===== config.mk =====
export PLATFORM = sky130hd
export DESIGN_NAME = spp_port
export DESIGN_NICKNAME = d
export VERILOG_FILES = /design/src/logic/spp_pkg.sv /design/src/logic/spp_port.sv
export SDC_FILE = /design/constraint.sdc
export NUM_CORES = 1
export LEC_CHECK = 0
export ABC_AREA = 1
export BUFFER_PORTS_ARGS = -buffer_cell sky130_fd_sc_hd__clkbuf_2
export CAP_MARGIN = 25
export CORE_ASPECT_RATIO = 1.25
export CORE_MARGIN = 2
export CORE_UTILIZATION = 55
export DETAILED_ROUTE_END_ITERATION = 16
export GPL_TIMING_DRIVEN = 1
export PLACE_DENSITY = 0.75
export REMOVE_ABC_BUFFERS = 1
export SETUP_SLACK_MARGIN = 0.2
export SLEW_MARGIN = 5
export SYNTH_ARGS = -nofsm -noshare
export SYNTH_HDL_FRONTEND = slang
export SYNTH_SLANG_ARGS = --single-unit

===== constraint.sdc =====
create_clock -name i_sys_clk -period 4.4 [get_ports i_sys_clk]
set_clock_uncertainty 0.1 [all_clocks]
set_input_delay 0.66 -clock i_sys_clk [delete_from_list [all_inputs] [get_ports i_sys_clk]]
set_output_delay 0.66 -clock i_sys_clk [all_outputs]
set_load 0.01 [all_outputs]

===== src/logic/spp_pkg.sv =====
// Constants for the serial program port of the controller.
// Assumes a 200 MHz system clock sampling the programmer's pins.
package spp_pkg;
    localparam int CLK_PERIOD_NS = 5;
    localparam logic [31:0] ENTRY_KEY = 32'h4d434851;
    localparam int KEY_BITS = 32;
    localparam int CMD_BITS = 4;
    localparam int FIRST_CMD_BITS = 9;
    localparam int INSTR_BITS = 24;
    localparam int EXEC_CLOCKS = 4;
    localparam int VISI_BITS = 16;
    localparam int MEM_CTRL_WR_BIT = 15;
    localparam logic [3:0] CMD_EXEC = 4'h0;
    localparam logic [3:0] CMD_READOUT = 4'h1;
    localparam logic [23:0] NOP_WORD = 24'h000000;
    localparam logic [23:0] PC_RESET = 24'h000000;
    localparam logic [23:0] PC_SAFE_BASE = 24'h000200;
    localparam logic [23:0] PC_STEP = 24'h000002;
    localparam logic [23:0] PC_LIMIT_DEF = 24'h008000;
    // Settling wait after master_clear rises behind a good key
    localparam int ENTRY_SETTLE_NS = 1000;
    localparam int SETTLE_CYCLES = (ENTRY_SETTLE_NS + CLK_PERIOD_NS - 1) / CLK_PERIOD_NS;
    localparam int FIFO_WIDTH = 24;
    localparam int FIFO_DEPTH = 4;
endpackage


===== src/logic/spp_port.sv =====
// Serial program port: key entry, command decode, instruction feed, readout.
// Assumes the pins come from another clock domain and a CPU drains the FIFO.
`timescale 1ns/100ps
`default_nettype none

// ****************************************
// Instruction FIFO
// ****************************************
module spp_fifo #(
    parameter int WIDTH = 24,
    parameter int DEPTH = 4
) (
    input wire logic i_sys_clk,
    input wire logic i_rst,
    input wire logic [WIDTH-1:0] i_data,
    input wire logic i_valid,
    output logic o_ready,
    output logic [WIDTH-1:0] o_data,
    output logic o_valid,
    input wire logic i_ready
);
    localparam int AW = $clog2(DEPTH);
    logic [WIDTH-1:0] mem [DEPTH];
    logic [AW-1:0] wr_reg;
    logic [AW-1:0] rd_reg;
    logic [AW:0] cnt_reg;
    wire push = i_valid && o_ready;
    wire pop = o_valid && i_ready;
    assign o_ready = cnt_reg != (AW+1)'(DEPTH);
    assign o_valid = cnt_reg != '0;
    assign o_data = mem[rd_reg];
    always_ff @(posedge i_sys_clk) begin
        if (push) begin
            mem[wr_reg] <= i_data;
        end
    end
    always_ff @(posedge i_sys_clk) begin
        if (i_rst) begin
            wr_reg <= '0;
            rd_reg <= '0;
            cnt_reg <= '0;
        end else begin
            if (push) wr_reg <= (wr_reg == AW'(DEPTH-1)) ? '0 : wr_reg + 1'b1;
            if (pop) rd_reg <= (rd_reg == AW'(DEPTH-1)) ? '0 : rd_reg + 1'b1;
            cnt_reg <= cnt_reg + (AW+1)'(push) - (AW+1)'(pop);
        end
    end
endmodule

module spp_port #(
    parameter logic [23:0] PC_LIMIT = spp_pkg::PC_LIMIT_DEF
) (
    input wire logic i_sys_clk,
    input wire logic i_rst,
    input wire logic i_prog_clock,
    input wire logic i_prog_data,
    output logic o_prog_data,
    output logic o_prog_data_oe,
    input wire logic i_master_clear,
    output logic o_prog_mode,
    output logic o_io_hiz,
    output logic o_cpu_suspend,
    output logic o_cpu_exec,
    output logic [23:0] o_instr_data,
    output logic o_instr_valid,
    input wire logic i_instr_ready,
    output logic o_instr_lost,
    input wire logic [15:0] i_visi,
    input wire logic i_pc_load,
    input wire logic [23:0] i_pc_value,
    output logic [23:0] o_pc,
    output logic o_dev_reset
);
    typedef enum logic [2:0] {ST_OFF, ST_SETTLE, ST_FIRST, ST_CMD, ST_INSTR, ST_READ} spp_state_e;

    // ****************************************
    // Pin synchronisers
    // ****************************************
    logic [2:0] ck_sync_reg;
    logic [2:0] dt_sync_reg;
    logic [2:0] mc_sync_reg;
    logic ck_lvl_reg;
    logic mc_lvl_reg;
    always_ff @(posedge i_sys_clk) begin
        if (i_rst) begin
            ck_sync_reg <= '0;
            dt_sync_reg <= '0;
            mc_sync_reg <= '0;
            ck_lvl_reg <= 1'b0;
            mc_lvl_reg <= 1'b0;
        end else begin
            ck_sync_reg <= {ck_sync_reg[1:0], i_prog_clock};
            dt_sync_reg <= {dt_sync_reg[1:0], i_prog_data};
            mc_sync_reg <= {mc_sync_reg[1:0], i_master_clear};
            if (ck_sync_reg[1] == ck_sync_reg[2]) ck_lvl_reg <= ck_sync_reg[2];
            if (mc_sync_reg[1] == mc_sync_reg[2]) mc_lvl_reg <= mc_sync_reg[2];
        end
    end
    wire ck_agree = ck_sync_reg[1] == ck_sync_reg[2];
    wire ck_rise = ck_agree && ck_sync_reg[2] && !ck_lvl_reg;
    wire ck_fall = ck_agree && !ck_sync_reg[2] && ck_lvl_reg;
    wire mc_agree = mc_sync_reg[1] == mc_sync_reg[2];
    wire mc_rise = mc_agree && mc_sync_reg[2] && !mc_lvl_reg;
    wire mc_fall = mc_agree && !mc_sync_reg[2] && mc_lvl_reg;
    wire dbit = dt_sync_reg[2];

    // ****************************************
    // Sequencer
    // ****************************************
    spp_state_e state_reg;
    spp_state_e state_next;
    logic [31:0] key_reg;
    logic [23:0] shift_reg;
    logic [15:0] visi_reg;
    logic [5:0] bit_reg;
    logic [15:0] settle_reg;
    logic [2:0] exec_reg;
    logic out_reg;
    logic oe_reg;
    logic lost_reg;
    logic [23:0] pc_reg;
    logic pc_armed_reg;
    logic reset_reg;
    logic push;
    logic [23:0] push_word;
    logic fifo_ready;

    wire key_ok = key_reg == spp_pkg::ENTRY_KEY;
    wire [3:0] cmd_word = {shift_reg[2:0], dbit};
    wire last_bit = ck_fall && (bit_reg == 6'd1);
    wire settle_done = settle_reg == 16'(spp_pkg::SETTLE_CYCLES);
    wire [23:0] pc_inc = pc_reg + spp_pkg::PC_STEP;
    wire pc_bad = (pc_inc < spp_pkg::PC_SAFE_BASE) || (pc_inc >= PC_LIMIT);
    wire pc_trip = push && !i_pc_load && pc_armed_reg && pc_bad;
    wire in_mode = state_reg != ST_OFF;
    // Words go straight to the FIFO; the forced first command pushes NOP_WORD instead of its bits
    wire push_state = state_reg == ST_FIRST || state_reg == ST_INSTR;
    assign push = last_bit && !mc_fall && push_state;
    assign push_word = (state_reg == ST_FIRST) ? spp_pkg::NOP_WORD
        : {shift_reg[22:0], dbit};

    always_comb begin
        state_next = state_reg;
        if (mc_fall || pc_trip) begin
            state_next = ST_OFF;
        end else begin
            unique case (state_reg)
                ST_OFF: if (mc_rise && key_ok) state_next = ST_SETTLE;
                ST_SETTLE: if (settle_done) state_next = ST_FIRST;
                ST_FIRST: if (last_bit) state_next = ST_INSTR;
                ST_CMD: if (last_bit) begin
                    if (cmd_word == spp_pkg::CMD_EXEC) state_next = ST_INSTR;
                    else if (cmd_word == spp_pkg::CMD_READOUT) state_next = ST_READ;
                    else state_next = ST_CMD;
                end
                ST_INSTR: if (last_bit) state_next = ST_CMD;
                ST_READ: if (last_bit) state_next = ST_CMD;
            endcase
        end
    end

    always_ff @(posedge i_sys_clk) begin
        if (i_rst) begin
            state_reg <= ST_OFF;
            key_reg <= '0;
            shift_reg <= '0;
            bit_reg <= '0;
            settle_reg <= '0;
        end else begin
            state_reg <= state_next;
            // A stale key must not re-enter the mode on the next entry pulse
            if (state_reg != ST_OFF || mc_fall) key_reg <= '0;
            else if (ck_fall) key_reg <= {key_reg[30:0], dbit};
            if (state_reg == ST_SETTLE) settle_reg <= settle_reg + 16'h0001;
            else settle_reg <= '0;
            if (ck_fall && state_reg != ST_OFF && state_reg != ST_SETTLE) begin
                shift_reg <= {shift_reg[22:0], dbit};
                bit_reg <= bit_reg - 6'h01;
            end
            if (state_next != state_reg) begin
                unique case (state_next)
                    ST_FIRST: bit_reg <= 6'(spp_pkg::FIRST_CMD_BITS);
                    ST_INSTR: bit_reg <= 6'(spp_pkg::INSTR_BITS);
                    ST_READ: bit_reg <= 6'(spp_pkg::VISI_BITS);
                    default: bit_reg <= 6'(spp_pkg::CMD_BITS);
                endcase
            end else if (state_reg == ST_CMD && last_bit) begin
                bit_reg <= 6'(spp_pkg::CMD_BITS);
            end
        end
    end

    // ****************************************
    // Execute window, readout driver, program counter
    // ****************************************
    always_ff @(posedge i_sys_clk) begin
        if (i_rst) begin
            exec_reg <= '0;
            visi_reg <= '0;
            out_reg <= 1'b0;
            oe_reg <= 1'b0;
            lost_reg <= 1'b0;
            pc_reg <= spp_pkg::PC_RESET;
            pc_armed_reg <= 1'b0;
            reset_reg <= 1'b0;
        end else begin
            reset_reg <= pc_trip;
            if (push && !fifo_ready) lost_reg <= 1'b1;
            else if (state_reg == ST_OFF) lost_reg <= 1'b0;
            if (push && !pc_trip) exec_reg <= 3'(spp_pkg::EXEC_CLOCKS);
            else if (ck_fall && exec_reg != '0) exec_reg <= exec_reg - 3'h1;
            // Bit 15 carries the memory control write bit when polled
            if (state_next == ST_READ && state_reg != ST_READ) begin
                visi_reg <= {i_visi[14:0], 1'b0};
                out_reg <= i_visi[spp_pkg::MEM_CTRL_WR_BIT];
                oe_reg <= 1'b1;
            end else if (state_reg == ST_READ && state_next == ST_READ) begin
                if (ck_rise && bit_reg != 6'(spp_pkg::VISI_BITS)) begin
                    out_reg <= visi_reg[15];
                    visi_reg <= {visi_reg[14:0], 1'b0};
                end
            end else begin
                oe_reg <= 1'b0;
                out_reg <= 1'b0;
            end
            if (i_pc_load) begin
                pc_reg <= i_pc_value;
                pc_armed_reg <= i_pc_value >= spp_pkg::PC_SAFE_BASE;
            end else if (push) begin
                pc_reg <= pc_inc;
            end
            if (state_reg == ST_OFF) pc_armed_reg <= 1'b0;
        end
    end

    spp_fifo #(
        .WIDTH(spp_pkg::FIFO_WIDTH),
        .DEPTH(spp_pkg::FIFO_DEPTH)
    ) u_fifo (
        .i_sys_clk(i_sys_clk),
        .i_rst(i_rst),
        .i_data(push_word),
        .i_valid(push),
        .o_ready(fifo_ready),
        .o_data(o_instr_data),
        .o_valid(o_instr_valid),
        .i_ready(i_instr_ready)
    );

    assign o_prog_data = out_reg;
    assign o_prog_data_oe = oe_reg;
    assign o_prog_mode = in_mode;
    assign o_io_hiz = in_mode;
    assign o_cpu_suspend = state_reg == ST_INSTR;
    assign o_cpu_exec = exec_reg != '0;
    assign o_instr_lost = lost_reg;
    assign o_pc = pc_reg;
    assign o_dev_reset = reset_reg;

    // ****************************************
    // Checks
    // ****************************************
    AST_KEY_GATE: assert property (@(posedge i_sys_clk) disable iff (i_rst)
        state_reg == ST_OFF && state_next == ST_SETTLE |-> key_ok) else $error("entry without key");
    AST_SETTLE: assert property (@(posedge i_sys_clk) disable iff (i_rst)
        $rose(state_reg == ST_SETTLE) |-> state_reg == ST_SETTLE [*8]) else $error("settle short");
    AST_FIRST_NOP: assert property (@(posedge i_sys_clk) disable iff (i_rst)
        state_reg == ST_FIRST && push |-> push_word == spp_pkg::NOP_WORD) else $error("no nop");
    AST_FIRST_LEN: assert property (@(posedge i_sys_clk) disable iff (i_rst)
        $rose(state_reg == ST_FIRST) |-> bit_reg == 6'd9) else $error("first length");
    AST_SUSPEND: assert property (@(posedge i_sys_clk) disable iff (i_rst)
        $rose(o_cpu_suspend) |-> bit_reg == 6'd24) else $error("suspend length");
    AST_EXEC: assert property (@(posedge i_sys_clk) disable iff (i_rst)
        state_reg == ST_INSTR && push && !pc_trip |=> exec_reg == 3'd4 && state_reg == ST_CMD)
        else $error("exec window");
    AST_HIZ: assert property (@(posedge i_sys_clk) disable iff (i_rst)
        state_reg == ST_CMD |-> o_io_hiz) else $error("pins not released");
    AST_EXIT: assert property (@(posedge i_sys_clk) disable iff (i_rst)
        mc_fall |=> state_reg == ST_OFF) else $error("no exit");
    AST_OE: assert property (@(posedge i_sys_clk) disable iff (i_rst)
        o_prog_data_oe |-> $past(state_next) == ST_READ) else $error("drive outside readout");
    AST_PC: assert property (@(posedge i_sys_clk) disable iff (i_rst)
        pc_trip |=> o_dev_reset && state_reg == ST_OFF) else $error("pc trip lost");
    CV_ENTRY: cover property (@(posedge i_sys_clk) state_reg == ST_SETTLE ##[1:300] state_reg == ST_FIRST);
    CV_EXEC: cover property (@(posedge i_sys_clk) state_reg == ST_INSTR && push);
    CV_READ: cover property (@(posedge i_sys_clk) state_reg == ST_READ && last_bit);
    CV_TRIP: cover property (@(posedge i_sys_clk) pc_trip);
endmodule

`default_nettype wire


[Word level (Yosys, flattened, before mapping)]
Memories as Yosys holds them, arrays and structs flattened. A register that Yosys moved wholly into a read port is not among the register bits.
Index checks and enable logic that the tools add are counted.
Storage, ports and cells
  word-level logic and storage cells: 147
  RAM bits: 96
  input bits: 47
  register bits: 145
  output and inout port bits: 57
  memories kept: 1
Memories
  u_fifo.mem: words 4, width 24, read ports 1, clocked after memory_dff 1, write ports 1, RTL line spp_port.sv:23  | logic [WIDTH-1:0] mem [DEPTH];
Cells by class
  mux-type cells: 34
  reductions and logical operators: 55
  $lt $le $gt $ge: 3
  bitwise gates (word level): 1
  add/subtract/negate cells: 8
  equality and inequality tests: 23
Operator list (number)
  24-bit two-way mux: 3
  16-bit two-way mux: 3
  32-bit by 31-bit equality test with 1-bit output, second input constant: 1
  3-bit two-way mux: 10
  1-bit logical AND: 26
  24-bit by 2-bit adder with 24-bit output, second input constant: 1
  24-bit by 10-bit greater-or-equal comparator with 1-bit output, second input constant: 1
  24-bit by 16-bit greater-or-equal comparator with 1-bit output, second input constant: 1
  24-bit by 10-bit < comparator with 1-bit output, second input constant: 1
  6-bit two-way mux: 3
  16-bit by 1-bit adder with 16-bit output, second input constant: 1
  16-bit by 8-bit equality test with 1-bit output, second input constant: 1
  3-bit one-hot mux with 5 select lines: 1
  5-bit one-hot mux with 3 select lines: 1
  3-bit equality test, second input constant: 4
  3-bit nonzero test: 4
  2-bit nonzero test: 5
  2-bit OR reduction: 5
  3-bit by 2-bit equality test with 1-bit output, second input constant: 3
  1-bit two-way mux: 9
  1-bit zero test: 8
  2-bit two-way mux: 4
  6-bit by 1-bit equality test with 1-bit output, second input constant: 1
  3-bit inequality test, second input constant: 2
  other kinds (19): 25

[Longest topological paths before layout]
Gate-level depths: netlist of the first run.
  word-level depth: 15
  depth in mapped cells: 22

[By module]
A second synthesis of the first run with hierarchy kept.
Second synthesis, totals
  cell total of the unflattened synthesis: 1367
  area, all modules: 11352.1 µm²
Modules (own cells, without submodules)
  spp_port: cells each 1066, area an instance 7120.6 µm², seq. area each 2762.6 µm², instances 1
  spp_fifo: cells each 301, area an instance 4231.6 µm², seq. area each 3062.9 µm², instances 1

[Worst setup path before layout of the first run]
No wires, ideal clock.
  path type: register to register
  start: register ck_sync_reg[1]
  end: memory u_fifo.mem[0][0] (enable)
  required time: 3.895 ns
  setup slack: 1.495 ns
  arrival time: 2.400 ns
  stages on the path, launching flop included: 11
  path through: dfxtp_1 inv_1 ha_1 nand2_1 nor2_1 nand2_1 inv_2 nand3_2 nor2_1 inv_1 nor2_1
On the way
  longest elaborated chain between the ends: 9
Ends and longest elaborated chain
  start, declared: RTL line spp_port.sv:79  | logic [2:0] ck_sync_reg;
  start signal, assigned: RTL line spp_port.sv:92  | ck_sync_reg <= {ck_sync_reg[1:0], i_prog_clock};
  1-bit equality test: RTL line spp_port.sv:99  | wire ck_agree = ck_sync_reg[1] == ck_sync_reg[2];
  1-bit logical AND (2 in a row): RTL line spp_port.sv:101  | wire ck_fall = ck_agree && !ck_sync_reg[2] && ck_lvl_reg;
  1-bit logical AND: RTL line spp_port.sv:130  | wire last_bit = ck_fall && (bit_reg == 6'd1);
  1-bit logical AND (2 in a row): RTL line spp_port.sv:138  | assign push = last_bit && !mc_fall && push_state;
  1-bit logical AND: RTL line spp_port.sv:27  | wire push = i_valid && o_ready;
  named net u_fifo.push: RTL line spp_port.sv:27
  1-bit two-way mux: RTL line spp_port.sv:33  | if (push) begin
  1-bit two-way mux (not written as such): RTL line spp_port.sv:34  | mem[wr_reg] <= i_data;
  end, declared: RTL line spp_port.sv:23
The timed path passes the listed nets, and every way through them passes these cells.

[Final worst setup path of the first run]
  start: register ck_sync_reg[1]
  end: register bit_reg[0]
On the way
  longest elaborated chain between the ends: 14
  elaborated cells between the ends (all ways): 26
Ends and longest elaborated chain
  1-bit equality test *: RTL line spp_port.sv:99
  1-bit logical AND * (2 in a row): RTL line spp_port.sv:101
  1-bit logical AND: RTL line spp_port.sv:130
  1-bit logical AND (2 in a row): RTL line spp_port.sv:138
  1-bit logical AND (3 in a row): RTL line spp_port.sv:134  | wire pc_trip = push && !i_pc_load && pc_armed_reg && pc_bad;
  1-bit logical OR: RTL line spp_port.sv:144  | if (mc_fall || pc_trip) begin
  3-bit two-way mux: RTL line spp_port.sv:144
  3-bit equality test or 3-bit by 2-bit equality test with 1-bit output (tied branches): RTL line spp_port.sv:181  | unique case (state_next)
  5-bit one-hot mux with 3 select lines: RTL line spp_port.sv:181
  6-bit two-way mux: RTL line spp_port.sv:180  | if (state_next != state_reg) begin
  end signal, assigned: RTL line spp_port.sv:182  | ST_FIRST: bit_reg <= 6'(spp_pkg::FIRST_CMD_BITS);
  end signal, assigned: RTL line spp_port.sv:183  | ST_INSTR: bit_reg <= 6'(spp_pkg::INSTR_BITS);
  end signal, assigned: RTL line spp_port.sv:184  | ST_READ: bit_reg <= 6'(spp_pkg::VISI_BITS);
  end, declared: RTL line spp_port.sv:115  | logic [5:0] bit_reg;
Every way passes the cells marked *; elsewhere a longest branch is shown, timed or not.
A chain may end at the register's enable or synchronous reset.

==> results of run 1 <==
placed cells by master (no fill, tap or decap), types with 2 or more instances in the layout:
master     synthesis  layout
nor2_4             8       8
o21ai_1            7       7
a21oi_2           11      11
clkbuf_8           0       2
inv_2              8       8
a221oi_1           7       7
nor2_2             4       8
inv_1            134     134
clkbuf_16          0      27
xnor2_1            2       2
or2_2             17      17
o21ai_0          114     114
xor2_1             8       8
nand3_1           30      30
edfxtp_1          96      96
dfxtp_1          147     147
o21a_1             2       2
clkbuf_2           0     103
nand2_1          235     235
o21bai_1           2       2
nor4_1            10      10
nand3_2           10      10
a22oi_1            3       3
a21oi_1           74      74
a31oi_1            8       8
nand3b_1           2       2
a211oi_1           3       3
clkinv_2           0       3
nand4_1           28      28
clkbuf_1          44       4
nor3b_1            3       3
buf_4              1      13
o22ai_1           27      27
clkinv_1           4       9
nor2_1           198     194
nand2_2            7       7
o21ai_2            4       4
nor3_1            12      12
ha_1              19      19
area by class of cell:
type	count	area, um^2	share of cell area
repair buffers	118	656	0.0522
inverters	146	548	0.0437
clock inverters	11	81.3	0.00648
clock buffers	33	718	0.0572
well taps	265	332	0.0264
flip-flops and latches	243	5830	0.464
multi-input cells	864	4390	0.350
routing by layer:
metal,global-route usage,part of all wire,vias to the layer above
met5,0,0,-
met4,0.0687,0.023,0
met3,0.0310,0.053,43
met2,0.428,0.52,265
met1,0.269,0.40,4234
li1,-,-,4536
power breakdown:
| part | leakage [nW] | switching, W | internal, W |
|---|---|---|---|
| Clock | 0.394 | 0.000825 | 0.00120 |
| Sequential | 1.87 | 0.0000398 | 0.00237 |
| Combinational | 2.59 | 0.000470 | 0.000256 |
path summary, 6_finish.rpt:
check	endpoint	slack [ps]	depth (start not counted)
worst max-delay path	bit_reg[0]	1130	20
worst min-delay path	mc_sync_reg[0]	250	3
worst max register to register	bit_reg[0]	1130	20
worst min register to register	dt_sync_reg[2]	300	2
Yosys cell counts (all sizes together):
library cell  number  area share
a211oi             3      0.0020
a21oi             85       0.042
a221o              1     0.00091
a221oi             7      0.0056
a22oi              3      0.0020
a31oi              8      0.0046
a32o               1     0.00091
buf                7      0.0064
clkbuf            44       0.015
clkinv             4      0.0014
dfxtp            147        0.27
edfxtp            96        0.26
fa                 1      0.0018
ha                19       0.022
inv              142       0.048
nand2            243       0.085
nand3             40       0.023
nand3b             2      0.0014
nand4             29       0.018
nor2             211       0.080
nor3              13      0.0064
nor3b              3      0.0020
nor4              10      0.0057
o211a              1     0.00091
o21a               2      0.0014
o21ai            125       0.058
o21bai             2      0.0014
o22ai             27       0.015
o31ai              1     0.00068
or2               17      0.0097
xnor2              2      0.0016
xor2               8      0.0064
cells by family (layout without fill, tap and decap cells):
family | count (synthesis) | in the layout
AO/OA/AOI/OAI | 266 | 266
AND/OR/NAND/NOR | 568 | 568
flip-flops | 243 | 243
adder cells (fa/ha/maj) | 20 | 20
XOR/XNOR | 10 | 10
buffers and inverters | 197 | 308
critical path: stages, from the launching register on:
cell and delay [ps]:
dfxtp_1 310, inv_1 70, ha_1 140, nand2_1 50
buf_4 240, nor2_1 140, nand2_1 130, inv_2 170
nand3_2 180, nor2_4 350, inv_2 150, nor2_1 150
nand2_2 200, nand3_2 150, nand2_1 60, nand2_1 150
nand3_2 140, nand2_1 80, nand2_1 50, nor2_1 100
nor2_1 50
per-stage QoR:
| step | hold slack, ps | power (W) | cell area [um^2] | setup slack, ps | util |
|---|---|---|---|---|---|
| floorplan | 288 | 0.00286 | 10800 | 1060 | - |
| CTS | 229 | 0.00519 | 12500 | 1190 | 0.641 |
| global placement | 289 | 0.00315 | 11700 | 1380 | 0.599 |
| global route | 251 | 0.00539 | 12600 | 789 | 0.642 |
| detailed placement | 295 | 0.00316 | 11700 | 1190 | 0.600 |
| finish | 246 | 0.00516 | 12600 | 1130 | 0.642 |
==> results_tabular.tex, run 1 <==
\begin{tabular}{lr}
\hline
Metric & Value \\
\hline
\multicolumn{2}{l}{\textbf{STA}} \\
Fin crit period & 3270 ps \\
Peak Freq & 0.306 GHz \\
Worst rel slew slack & 0.346 \\
Setup violation total in the final timing report & 0 \\
Worst Tran Pin Value & 977 ps \\
Period utilisation layout & 0.743 \\
Unrepaired setup endpoints after global routing & no \\
Max-slew violations & 0 \\
Hold violation count in the final report & 0 \\
Final sum of negative setup slack & 0 ps \\
\multicolumn{2}{l}{\textbf{Floorplan}} \\
Vertical die dimension & 162 um \\
I/O pin total & 104 \\
Die footprint & 21100 um\^{}2 \\
Core box area & 19500 um\^{}2 \\
Site row count & 57 \\
Initial Utilization & 0.563 \\
Die Span X & 130 um \\
\multicolumn{2}{l}{\textbf{Clock tree}} \\
CTS tree & yes \\
Number of resized instances in the post-cts repair step & 0 \\
Count of H-tree levels built during CTS & 1 \\
Number of hold buffers added after CTS & 0 \\
Count of clock tree sinks & 243 \\
Largest buffer count on any clock path & 3 \\
Buffers inserted by post-CTS timing repair & 0 \\
Worst skew pair latency & 510 ps \\
Number of buffers inserted during clock tree synthesis & 24 \\
CTS clock-pin slew for the worst setup and hold paths & 60 ps \\
Clock root cell & clkbuf\_16 \\
\multicolumn{2}{l}{\textbf{Route}} \\
Number of design rule violations left after detail routing & 0 \\
Routed wire per std cell & 14.6 um \\
Via total after detailed routing & 9078 \\
Routed WL & 24500 um \\
Post-DRT Antenna Nets & 0 \\
Vias/cell & 5.40 \\
Iter 0 DRT Violations & 590 \\
Router iterations before antenna repair & 5 \\
\multicolumn{2}{l}{\textbf{Finish}} \\
Flip-flop count of the largest register after layout & 96 \\
Post-route non-filler standard cell count & 1680 \\
Antenna Diode Count & 0 \\
P\&R area growth vs syn & 14.2\% \\
Share of final-layout standard cells stronger than drive strength 1 & 0.163 \\
Total number of nets in the final design & 1464 \\
Layout filler cell count & 1712 \\
\multicolumn{2}{l}{\textbf{Placed design}} \\
Total instance count after detailed placement & 1635 \\
Final weighted congestion of routability-driven global placement & 0.904 \\
Detailed Place HPWL & 16600 um \\
Number of I/O port buffers & 103 \\
\multicolumn{2}{l}{\textbf{Logic synthesis}} \\
Portion of the post-synthesis area used by sequential elements & 0.530 \\
Post-Syn Instances & 1304 \\
Post-synthesis register bit count & 243 \\
Number of unique standard cell types used by synthesis & 47 \\
Post-Synth Simple-Gate Area & 0.231 \\
Warning count from the yosys run & 0 \\
Mux cell area share after synthesis & 0 \\
Complex-gate fraction of the synthesized area & 0.136 \\
Combinational family with the most area after synthesis & simple AND/OR/NAND/NOR gates \\
Mapped Avg Cell Area & 8.43 um\^{}2 \\
Adder-cell share of the synthesized area & 0.0234 \\
Post-Synth XOR/XNOR Area & 0.00797 \\
Cell area after synthesis & 11000 um\^{}2 \\
\multicolumn{2}{l}{\textbf{Run status}} \\
Outcome & finished, final reports clean \\
\multicolumn{2}{l}{\textbf{GRT}} \\
Antenna violations before repair & 0 \\
Total routing usage reported by global routing & 0.229 \\
Via count of the first global-routing pass & 8434 \\
Pin count of the biggest net entering global routing & 55 \\
First-pass GRT wire length & 39300 um \\
Remaining Overflow, GRT & 0 \\
\multicolumn{2}{l}{\textbf{Critical path}} \\
Startpoint class of the critical path & register \\
Startpoint of the worst-slack reg-to-reg timing path & ck\_sync\_reg[1] \\
Setup crit start & ck\_sync\_reg[1] \\
Req. time, crit path & 4700 ps \\
Highest net fanout along the worst path & 35 \\
Crit path kind & reg -> reg \\
Type of element capturing the critical path & register \\
Data arrival time of the critical path & 3570 ps \\
\multicolumn{2}{l}{\textbf{Min path}} \\
Hold Startpoint & i\_master\_clear \\
Path type of the worst min-delay path & in -> reg \\
\multicolumn{2}{l}{\textbf{Power and ir drop}} \\
Power per cell area & 411 nW/um\^{}2 \\
Leakage power of the design & 4.86 nW \\
Worst-case vdd ir drop & 264 uV \\
\multicolumn{2}{l}{\textbf{Job}} \\
Number of maximum-capacitance constraint violations & 0 \\
\hline
\end{tabular}
(Power assumes the default switching activity.)
==> run 2: changes to the inputs <==
==> constraint.sdc (replaced) <==
create_clock -name i_sys_clk -period 3.29 [get_ports i_sys_clk]
set_clock_uncertainty 0.1 [all_clocks]
set_input_delay 0.4935 -clock i_sys_clk [delete_from_list [all_inputs] [get_ports i_sys_clk]]
set_output_delay 0.4935 -clock i_sys_clk [all_outputs]
set_load 0.01 [all_outputs]
==> run 2 against run 1 <==
  * Sequential power grew 34%
  * Non-clock buffer count grew 19
  * Worst setup slack lost 680 ps
  * First-iteration DRC count grew 3.4%
==> results_tabular.tex, run 2 (synthesis results as in run 1) <==
\begin{tabular}{lr}
\hline
Metric & Value \\
\hline
\multicolumn{2}{l}{\textbf{Run status}} \\
Outcome & finished, final reports clean \\
\multicolumn{2}{l}{\textbf{STA}} \\
Period utilisation layout & 0.862 (+0.119) \\
Worst Tran Pin Value & 732 ps (-245 ps) \\
Max-slew violations & 0 (unchanged) \\
Setup violation total in the final timing report & 0 (unchanged) \\
Unrepaired setup endpoints after global routing & no \\
Minimum setup slack in the final design & 453 ps (-677 ps) \\
Worst rel slew slack & 0.512 (+0.165) \\
Peak Freq & 0.353 GHz (+15\%) \\
Hold violation count in the final report & 0 (unchanged) \\
Fin crit period & 2840 ps (-433 ps) \\
\multicolumn{2}{l}{\textbf{Power and ir drop}} \\
Power per cell area & 545 nW/um\^{}2 (+33\%) \\
Flop pwr share & 0.464 (-0.003) \\
Internal power & 0.00515 W (+35\%) \\
Share of total power in combinational logic & 0.137 (-0.004) \\
Leakage power of the design & 4.96 nW (+2.1\%) \\
Switching fraction of total power & 0.258 (-0.000625) \\
Clock power share & 0.399 (+0.006) \\
Total power & 0.00694 W (+34\%) \\
Worst-case vdd ir drop & 338 uV (+28\%) \\
Sw power & 0.00179 W (+34\%) \\
\multicolumn{2}{l}{\textbf{Critical path}} \\
Max incr delay on CP & 490 ps (+140 ps) \\
Highest net fanout along the worst path & 11 (-69\%) \\
Type of element capturing the critical path & register \\
Req. time, crit path & 3630 ps (-1070 ps) \\
CP cell instances & nand3\_1 > nor2\_2 > nand3\_1 > inv\_2 > nand2\_1 > nand2\_1 > nand2\_1 > a21oi\_2 > nand3\_1 > nand2\_4 > nand2\_2 > inv\_2 > nand4\_4 > nor2\_4 > buf\_4 > o21ai\_0 > a21oi\_1 \\
Crit path kind & reg -> reg \\
Critical-path top delay cell & dfxtp\_1 \\
Startpoint class of the critical path & register \\
Data arrival time of the critical path & 3180 ps (-390 ps) \\
Slack of the worst reg-to-reg path & 450 ps (-680 ps) \\
\multicolumn{2}{l}{\textbf{Route}} \\
Met1 Routed Length & 9940 um (+0.33\%) \\
DR WL met2 & 12400 um (-2.5\%) \\
Routed wire per std cell & 14.3 um (-2.0\%) \\
Iter 0 DRT Violations & 610 (+3.4\%) \\
Vias/cell & 5.37 (-0.62\%) \\
Post-DRT Antenna Nets & 0 (unchanged) \\
Top layer used by detailed routing & met4 \\
Routed met3 length & 1330 um (+1.3\%) \\
Number of design rule violations left after detail routing & 0 (unchanged) \\
Router iterations before antenna repair & 6 (+1) \\
Routed WL & 24300 um (-0.97\%) \\
Via total after detailed routing & 9118 (+0.44\%) \\
\multicolumn{2}{l}{\textbf{Placed design}} \\
Detailed Place HPWL & 16300 um (-1.3\%) \\
Final weighted congestion of routability-driven global placement & 0.940 (+3.9\%) \\
Pre-CTS setup slack & 309 ps (-882 ps) \\
Total instance count after detailed placement & 1645 (+0.61\%) \\
Number of I/O port buffers & 103 (unchanged) \\
\multicolumn{2}{l}{\textbf{Finish}} \\
P\&R area growth vs syn & 15.8\% \\
Share of final-layout standard cells stronger than drive strength 1 & 0.181 (+0.0182) \\
Most common cell after layout, fill and taps aside & nand2\_1 \\
Final core utilization & 0.651 (+0.00884) \\
Total number of nets in the final design & 1483 (+1.3\%) \\
Commonest non-fill, non-tap cells in the layout & nand2\_1, nor2\_1, dfxtp\_1 \\
Flip-flop count of the largest register after layout & 96 (unchanged) \\
Antenna Diode Count & 0 (unchanged) \\
Post-route non-filler standard cell count & 1698 (+1.1\%) \\
\multicolumn{2}{l}{\textbf{Clock tree}} \\
Count of H-tree levels built during CTS & 1 (unchanged) \\
Largest buffer count on any clock path & 3 (unchanged) \\
Count of clock tree sinks & 243 (unchanged) \\
CTS tree & yes \\
Number of buffers inserted during clock tree synthesis & 23 (-4.2\%) \\
Worst skew pair latency & 510 ps (about the same) \\
Clock root cell & clkbuf\_16 \\
Number of hold buffers added after CTS & 0 (unchanged) \\
CTS clock-pin slew for the worst setup and hold paths & 70 ps (about the same) \\
\multicolumn{2}{l}{\textbf{Floorplan}} \\
Site row count & 57 (unchanged) \\
Die footprint & 21100 um\^{}2 (unchanged) \\
I/O pin total & 104 (unchanged) \\
Core box area & 19500 um\^{}2 (unchanged) \\
Vertical die dimension & 162 um (unchanged) \\
Initial Utilization & 0.563 (unchanged) \\
Die Span X & 130 um (unchanged) \\
\multicolumn{2}{l}{\textbf{GRT}} \\
Via count of the first global-routing pass & 8462 (+0.33\%) \\
Remaining Overflow, GRT & 0 (unchanged) \\
Pin count of the biggest net entering global routing & 49 (-11\%) \\
Antenna violations before repair & 0 (unchanged) \\
Total routing usage reported by global routing & 0.225 (-0.00377) \\
First-pass GRT wire length & 38800 um (-1.3\%) \\
\multicolumn{2}{l}{\textbf{Job}} \\
Number of maximum-capacitance constraint violations & 0 (unchanged) \\
\multicolumn{2}{l}{\textbf{Min path}} \\
Path type of the worst min-delay path & in -> reg \\
\hline
\end{tabular}
==> run 2: layer usage <==
metal | global-route usage | vias up
li1 | - | 4567
met3 | 0.0319 | 52
met1 | 0.260 | 4202
met4 | 0.0687 | 0
met2 | 0.423 | 297
met5 | 0 | -
==> run 2: worst paths after layout <==
path	endpoint	from	cells after the start
hold reg to reg	dt_sync_reg[1]	dt_sync_reg[0]	2
setup reg to reg	visi_reg[3]	o_pc[3]	17
hold / removal	mc_sync_reg[0]	i_master_clear	3
setup / recovery	visi_reg[3]	o_pc[3]	17
==> run 2: power groups by stage <==
stage	clock [W]	combinational (W)	sequential, W
after detailed placement	0	0.000953	0.00328
final	0.00277	0.000948	0.00322
after global placement	0	0.000932	0.00328
after floorplan	0	0.000491	0.00333
after CTS	0.00283	0.000959	0.00322
after global routing	0.00295	0.00107	0.00322
==> run 2: final cells by class <==
| class | count | area (um^2) |
|---|---|---|
| fillers | 1616 | 6810 |
| flip-flops and latches | 243 | 5830 |
| multi-input cells | 865 | 4420 |
| repair buffers | 137 | 796 |
| clock buffers | 30 | 657 |
| inverters | 146 | 548 |
| well taps | 265 | 332 |
| clock inverters | 12 | 149 |
==> run 2: repair_timing <==
action,in CTS,in global routing
setup buffers,0,9
gates resized for setup,0,6
setup endpoints to repair,0,19
==> run 2: metrics by stage <==
stage | instance area (um^2) | setup TNS (ps) | hold WS, ps
6_report | 12700 | 0 | 71.1
5_1_grt | 12700 | 0 | 76.1
4_1_cts | 12600 | 0 | 51.2
3_5_place_dp | 11800 | 0 | 294
3_3_place_gp | 11800 | 0 | 291
2_1_floorplan | 10800 | -4840 | 288
==> run 2: worst max-delay path, delay by kind of cell, from the launching register on <==
family,cells,cell delay (ps)
flip-flops,1,490
buffers and inverters,3,310
AO/OA/AOI/OAI,3,360
AND/OR/NAND/NOR,11,1490
==> run 3: changes to the inputs <==
--- a/config.mk
+++ b/config.mk
@@ -13,7 +13,7 @@
 export CORE_UTILIZATION = 55
 export DETAILED_ROUTE_END_ITERATION = 16
 export GPL_TIMING_DRIVEN = 1
-export PLACE_DENSITY = 0.75
+export PLACE_DENSITY = 0.81
 export REMOVE_ABC_BUFFERS = 1
 export SETUP_SLACK_MARGIN = 0.2
 export SLEW_MARGIN = 5
==> run 3 against run 2 <==
  * Critical path depth up 1
  * First-iteration DRC count up 4.4%
  * Worst hold slack worse by 2.9 ps
  * Wire length up 1.3%
  * Cell area down 0.32%
  * Non-clock buffer count up 1
  * Combinational power up 0.4%
  * Fmax down 0.65%
  * Global-route usage up 0.37 points
  * Critical endpoint is now visi_reg[5]
  * Largest power group unchanged
==> results_tabular.tex, run 3 (synthesis results as in run 1) <==
\begin{tabular}{lr}
\hline
Metric & Value \\
\hline
\multicolumn{2}{l}{\textbf{STA}} \\
Hold violation count in the final report & 0 (unchanged) \\
Peak Freq & 0.350 GHz (-0.65\%) \\
Max-slew violations & 0 (unchanged) \\
Period utilisation layout & 0.868 (+0.00565) \\
Final sum of negative setup slack & 0 ps (unchanged) \\
Minimum setup slack in the final design & 435 ps (-18.6 ps) \\
Fin crit period & 2860 ps (+18.6 ps) \\
Worst rel slew slack & 0.571 (+0.0593) \\
Worst Tran Pin Value & 638 ps (-94.0 ps) \\
Setup violation total in the final timing report & 0 (unchanged) \\
Unrepaired setup endpoints after global routing & no \\
\multicolumn{2}{l}{\textbf{Critical path}} \\
Data arrival time of the critical path & 3190 ps (about the same) \\
Worst path most repeated cell & nand2\_1 \\
Max incr delay on CP & 380 ps (-110 ps) \\
CP cell instances & ha\_2 > nand3\_2 > nor2\_4 > nand3\_2 > nand2\_1 > nand2\_1 > nor2\_1 > nand2\_1 > nor2\_1 > nand3\_1 > nand2\_4 > nand2\_2 > inv\_2 > nand4\_4 > nor2\_4 > buf\_12 > o21ai\_0 > a21oi\_1 \\
Buffers plus inverters on the worst setup path & 2 (-1) \\
Crit path kind & reg -> reg \\
Highest net fanout along the worst path & 12 (+1) \\
Startpoint class of the critical path & register \\
Type of element capturing the critical path & register \\
Dominant delay contributor by cell family on the critical path & simple AND/OR/NAND/NOR gates \\
Req. time, crit path & 3630 ps (about the same) \\
Critical-path top delay cell & dfxtp\_2 \\
\multicolumn{2}{l}{\textbf{Route}} \\
Iter 0 DRT Violations & 637 (+4.4\%) \\
Number of design rule violations left after detail routing & 0 (unchanged) \\
Post-DRT Antenna Nets & 0 (unchanged) \\
Routed WL & 24600 um (+1.3\%) \\
Routed wire per std cell & 14.5 um (+1.3\%) \\
Vias/cell & 5.32 (-0.91\%) \\
Via total after detailed routing & 9035 (-0.91\%) \\
Router iterations before antenna repair & 5 (-1) \\
\multicolumn{2}{l}{\textbf{Placed design}} \\
Detailed Place HPWL & 16400 um (+0.52\%) \\
Pre-CTS setup slack & 254 ps (-54.2 ps) \\
Final weighted congestion of routability-driven global placement & 0.957 (+1.8\%) \\
Number of I/O port buffers & 103 (unchanged) \\
\multicolumn{2}{l}{\textbf{Clock tree}} \\
Number of hold buffers added after CTS & 0 (unchanged) \\
Largest buffer count on any clock path & 3 (unchanged) \\
Worst skew pair latency & 510 ps (about the same) \\
CTS tree & yes \\
CTS clock-pin slew for the worst setup and hold paths & 60 ps (about the same) \\
Clock root cell & clkbuf\_16 \\
Count of clock tree sinks & 243 (unchanged) \\
Count of H-tree levels built during CTS & 1 (unchanged) \\
Number of buffers inserted during clock tree synthesis & 23 (unchanged) \\
\multicolumn{2}{l}{\textbf{Finish}} \\
Total area of multi-input combinational cells & 4410 um\^{}2 (-0.11\%) \\
Total number of nets in the final design & 1484 (+0.067\%) \\
Share of final-layout standard cells stronger than drive strength 1 & 0.177 (-0.00419) \\
P\&R area growth vs syn & 15.4\% \\
Combined flip-flop and latch cell area & 5830 um\^{}2 (unchanged) \\
Antenna Diode Count & 0 (unchanged) \\
Commonest non-fill, non-tap cells in the layout & nand2\_1, nor2\_1, dfxtp\_1 \\
Most common cell after layout, fill and taps aside & nand2\_1 \\
Flip-flop count of the largest register after layout & 96 (unchanged) \\
Layout filler cell count & 1634 (+1.1\%) \\
\multicolumn{2}{l}{\textbf{Power and ir drop}} \\
Worst-case vdd ir drop & 413 uV (+22\%) \\
Leakage power of the design & 4.93 nW (-0.65\%) \\
Power per cell area & 540 nW/um\^{}2 (-0.95\%) \\
\multicolumn{2}{l}{\textbf{GRT}} \\
First-pass GRT wire length & 39600 um (+2.1\%) \\
Pin count of the biggest net entering global routing & 49 (unchanged) \\
Via count of the first global-routing pass & 8574 (+1.3\%) \\
Antenna violations before repair & 0 (unchanged) \\
Total routing usage reported by global routing & 0.229 (+0.00374) \\
Remaining Overflow, GRT & 0 (unchanged) \\
\multicolumn{2}{l}{\textbf{Floorplan}} \\
Die Span X & 130 um (unchanged) \\
Die footprint & 21100 um\^{}2 (unchanged) \\
Vertical die dimension & 162 um (unchanged) \\
Site row count & 57 (unchanged) \\
I/O pin total & 104 (unchanged) \\
Core box area & 19500 um\^{}2 (unchanged) \\
Initial Utilization & 0.563 (unchanged) \\
\multicolumn{2}{l}{\textbf{Run status}} \\
Outcome & finished, final reports clean \\
\multicolumn{2}{l}{\textbf{Min path}} \\
Path type of the worst min-delay path & in -> reg \\
\multicolumn{2}{l}{\textbf{Job}} \\
Number of maximum-capacitance constraint violations & 0 (unchanged) \\
\hline
\end{tabular}
run 3: cell count changes in the layout (fill, tap and decap cells not counted):
cell / change
buf_4: +1
clkbuf_1: +3
clkbuf_16: -1
clkbuf_4: -1
clkbuf_8: -1
clkinv_1: +2
clkinv_2: -1
clkinv_4: -1
clkinvlp_4: +1
inv_1: -1
inv_4: -1
nor2_1: +2
nor2_2: -2
run 3: final timing paths:
kind,start,to,slack [ps],cells after the start
worst max register to register,o_pc[2],visi_reg[5],430,18
worst min-delay path,i_master_clear,mc_sync_reg[0],70,3
worst max-delay path,o_pc[2],visi_reg[5],430,18
worst min register to register,dt_sync_reg[1],dt_sync_reg[2],300,2
run 3: worst register-to-register path, stage by stage (launching register included):
cell,delay [ps]
dfxtp_2,380
ha_2,230
nand3_2,100
nor2_4,240
nand3_2,140
nand2_1,80
nand2_1,60
nor2_1,100
nand2_1,60
nor2_1,100
nand3_1,130
nand2_4,160
nand2_2,70
inv_2,80
nand4_4,180
nor2_4,210
buf_12,150
o21ai_0,80
a21oi_1,130
run 3: layout make-up:
type	instances	share of cell area
timing repair buffer	138	0.0633
sequential	243	0.459
clock inverter	11	0.0110
inverter	146	0.0432
clock buffer	30	0.0490
multi-input combinational	865	0.348
tap	265	0.0261
run 3: timing repair:
action / in CTS / in global routing
setup buffers: 0 / 9
resized for setup: 0 / 4
setup endpoints to repair: 0 / 21
run 3: power by group:
group / total [W] / internal (W) / switching (W)
registers: 0.00324 / 0.00317 / 0.0000744
clock network: 0.00265 / 0.00157 / 0.00108
logic: 0.000952 / 0.000329 / 0.000623
run 3: per-stage QoR:
stage / power (W) / cells / instance area, um^2 / util / hold slack, ps
after floorplan: 0.00382 / 1253 / 10800 / - / 288
final: 0.00685 / 1698 / 12700 / 0.649 / 68.2
after detailed placement: 0.00425 / 1647 / 11800 / 0.604 / 295
after global placement: 0.00422 / 1647 / 11800 / 0.604 / 291
after CTS: 0.00690 / 1688 / 12600 / 0.643 / 61.8
after global routing: 0.00715 / 1698 / 12700 / 0.649 / 87.7
run 3: per-layer routing:
metal,vias to the layer above,GRT usage,share of wire
met3,62,0.0359,0.056
met1,4140,0.276,0.40
met5,-,0,0
met2,282,0.407,0.51
li1,4551,-,-
met4,0,0.0875,0.033
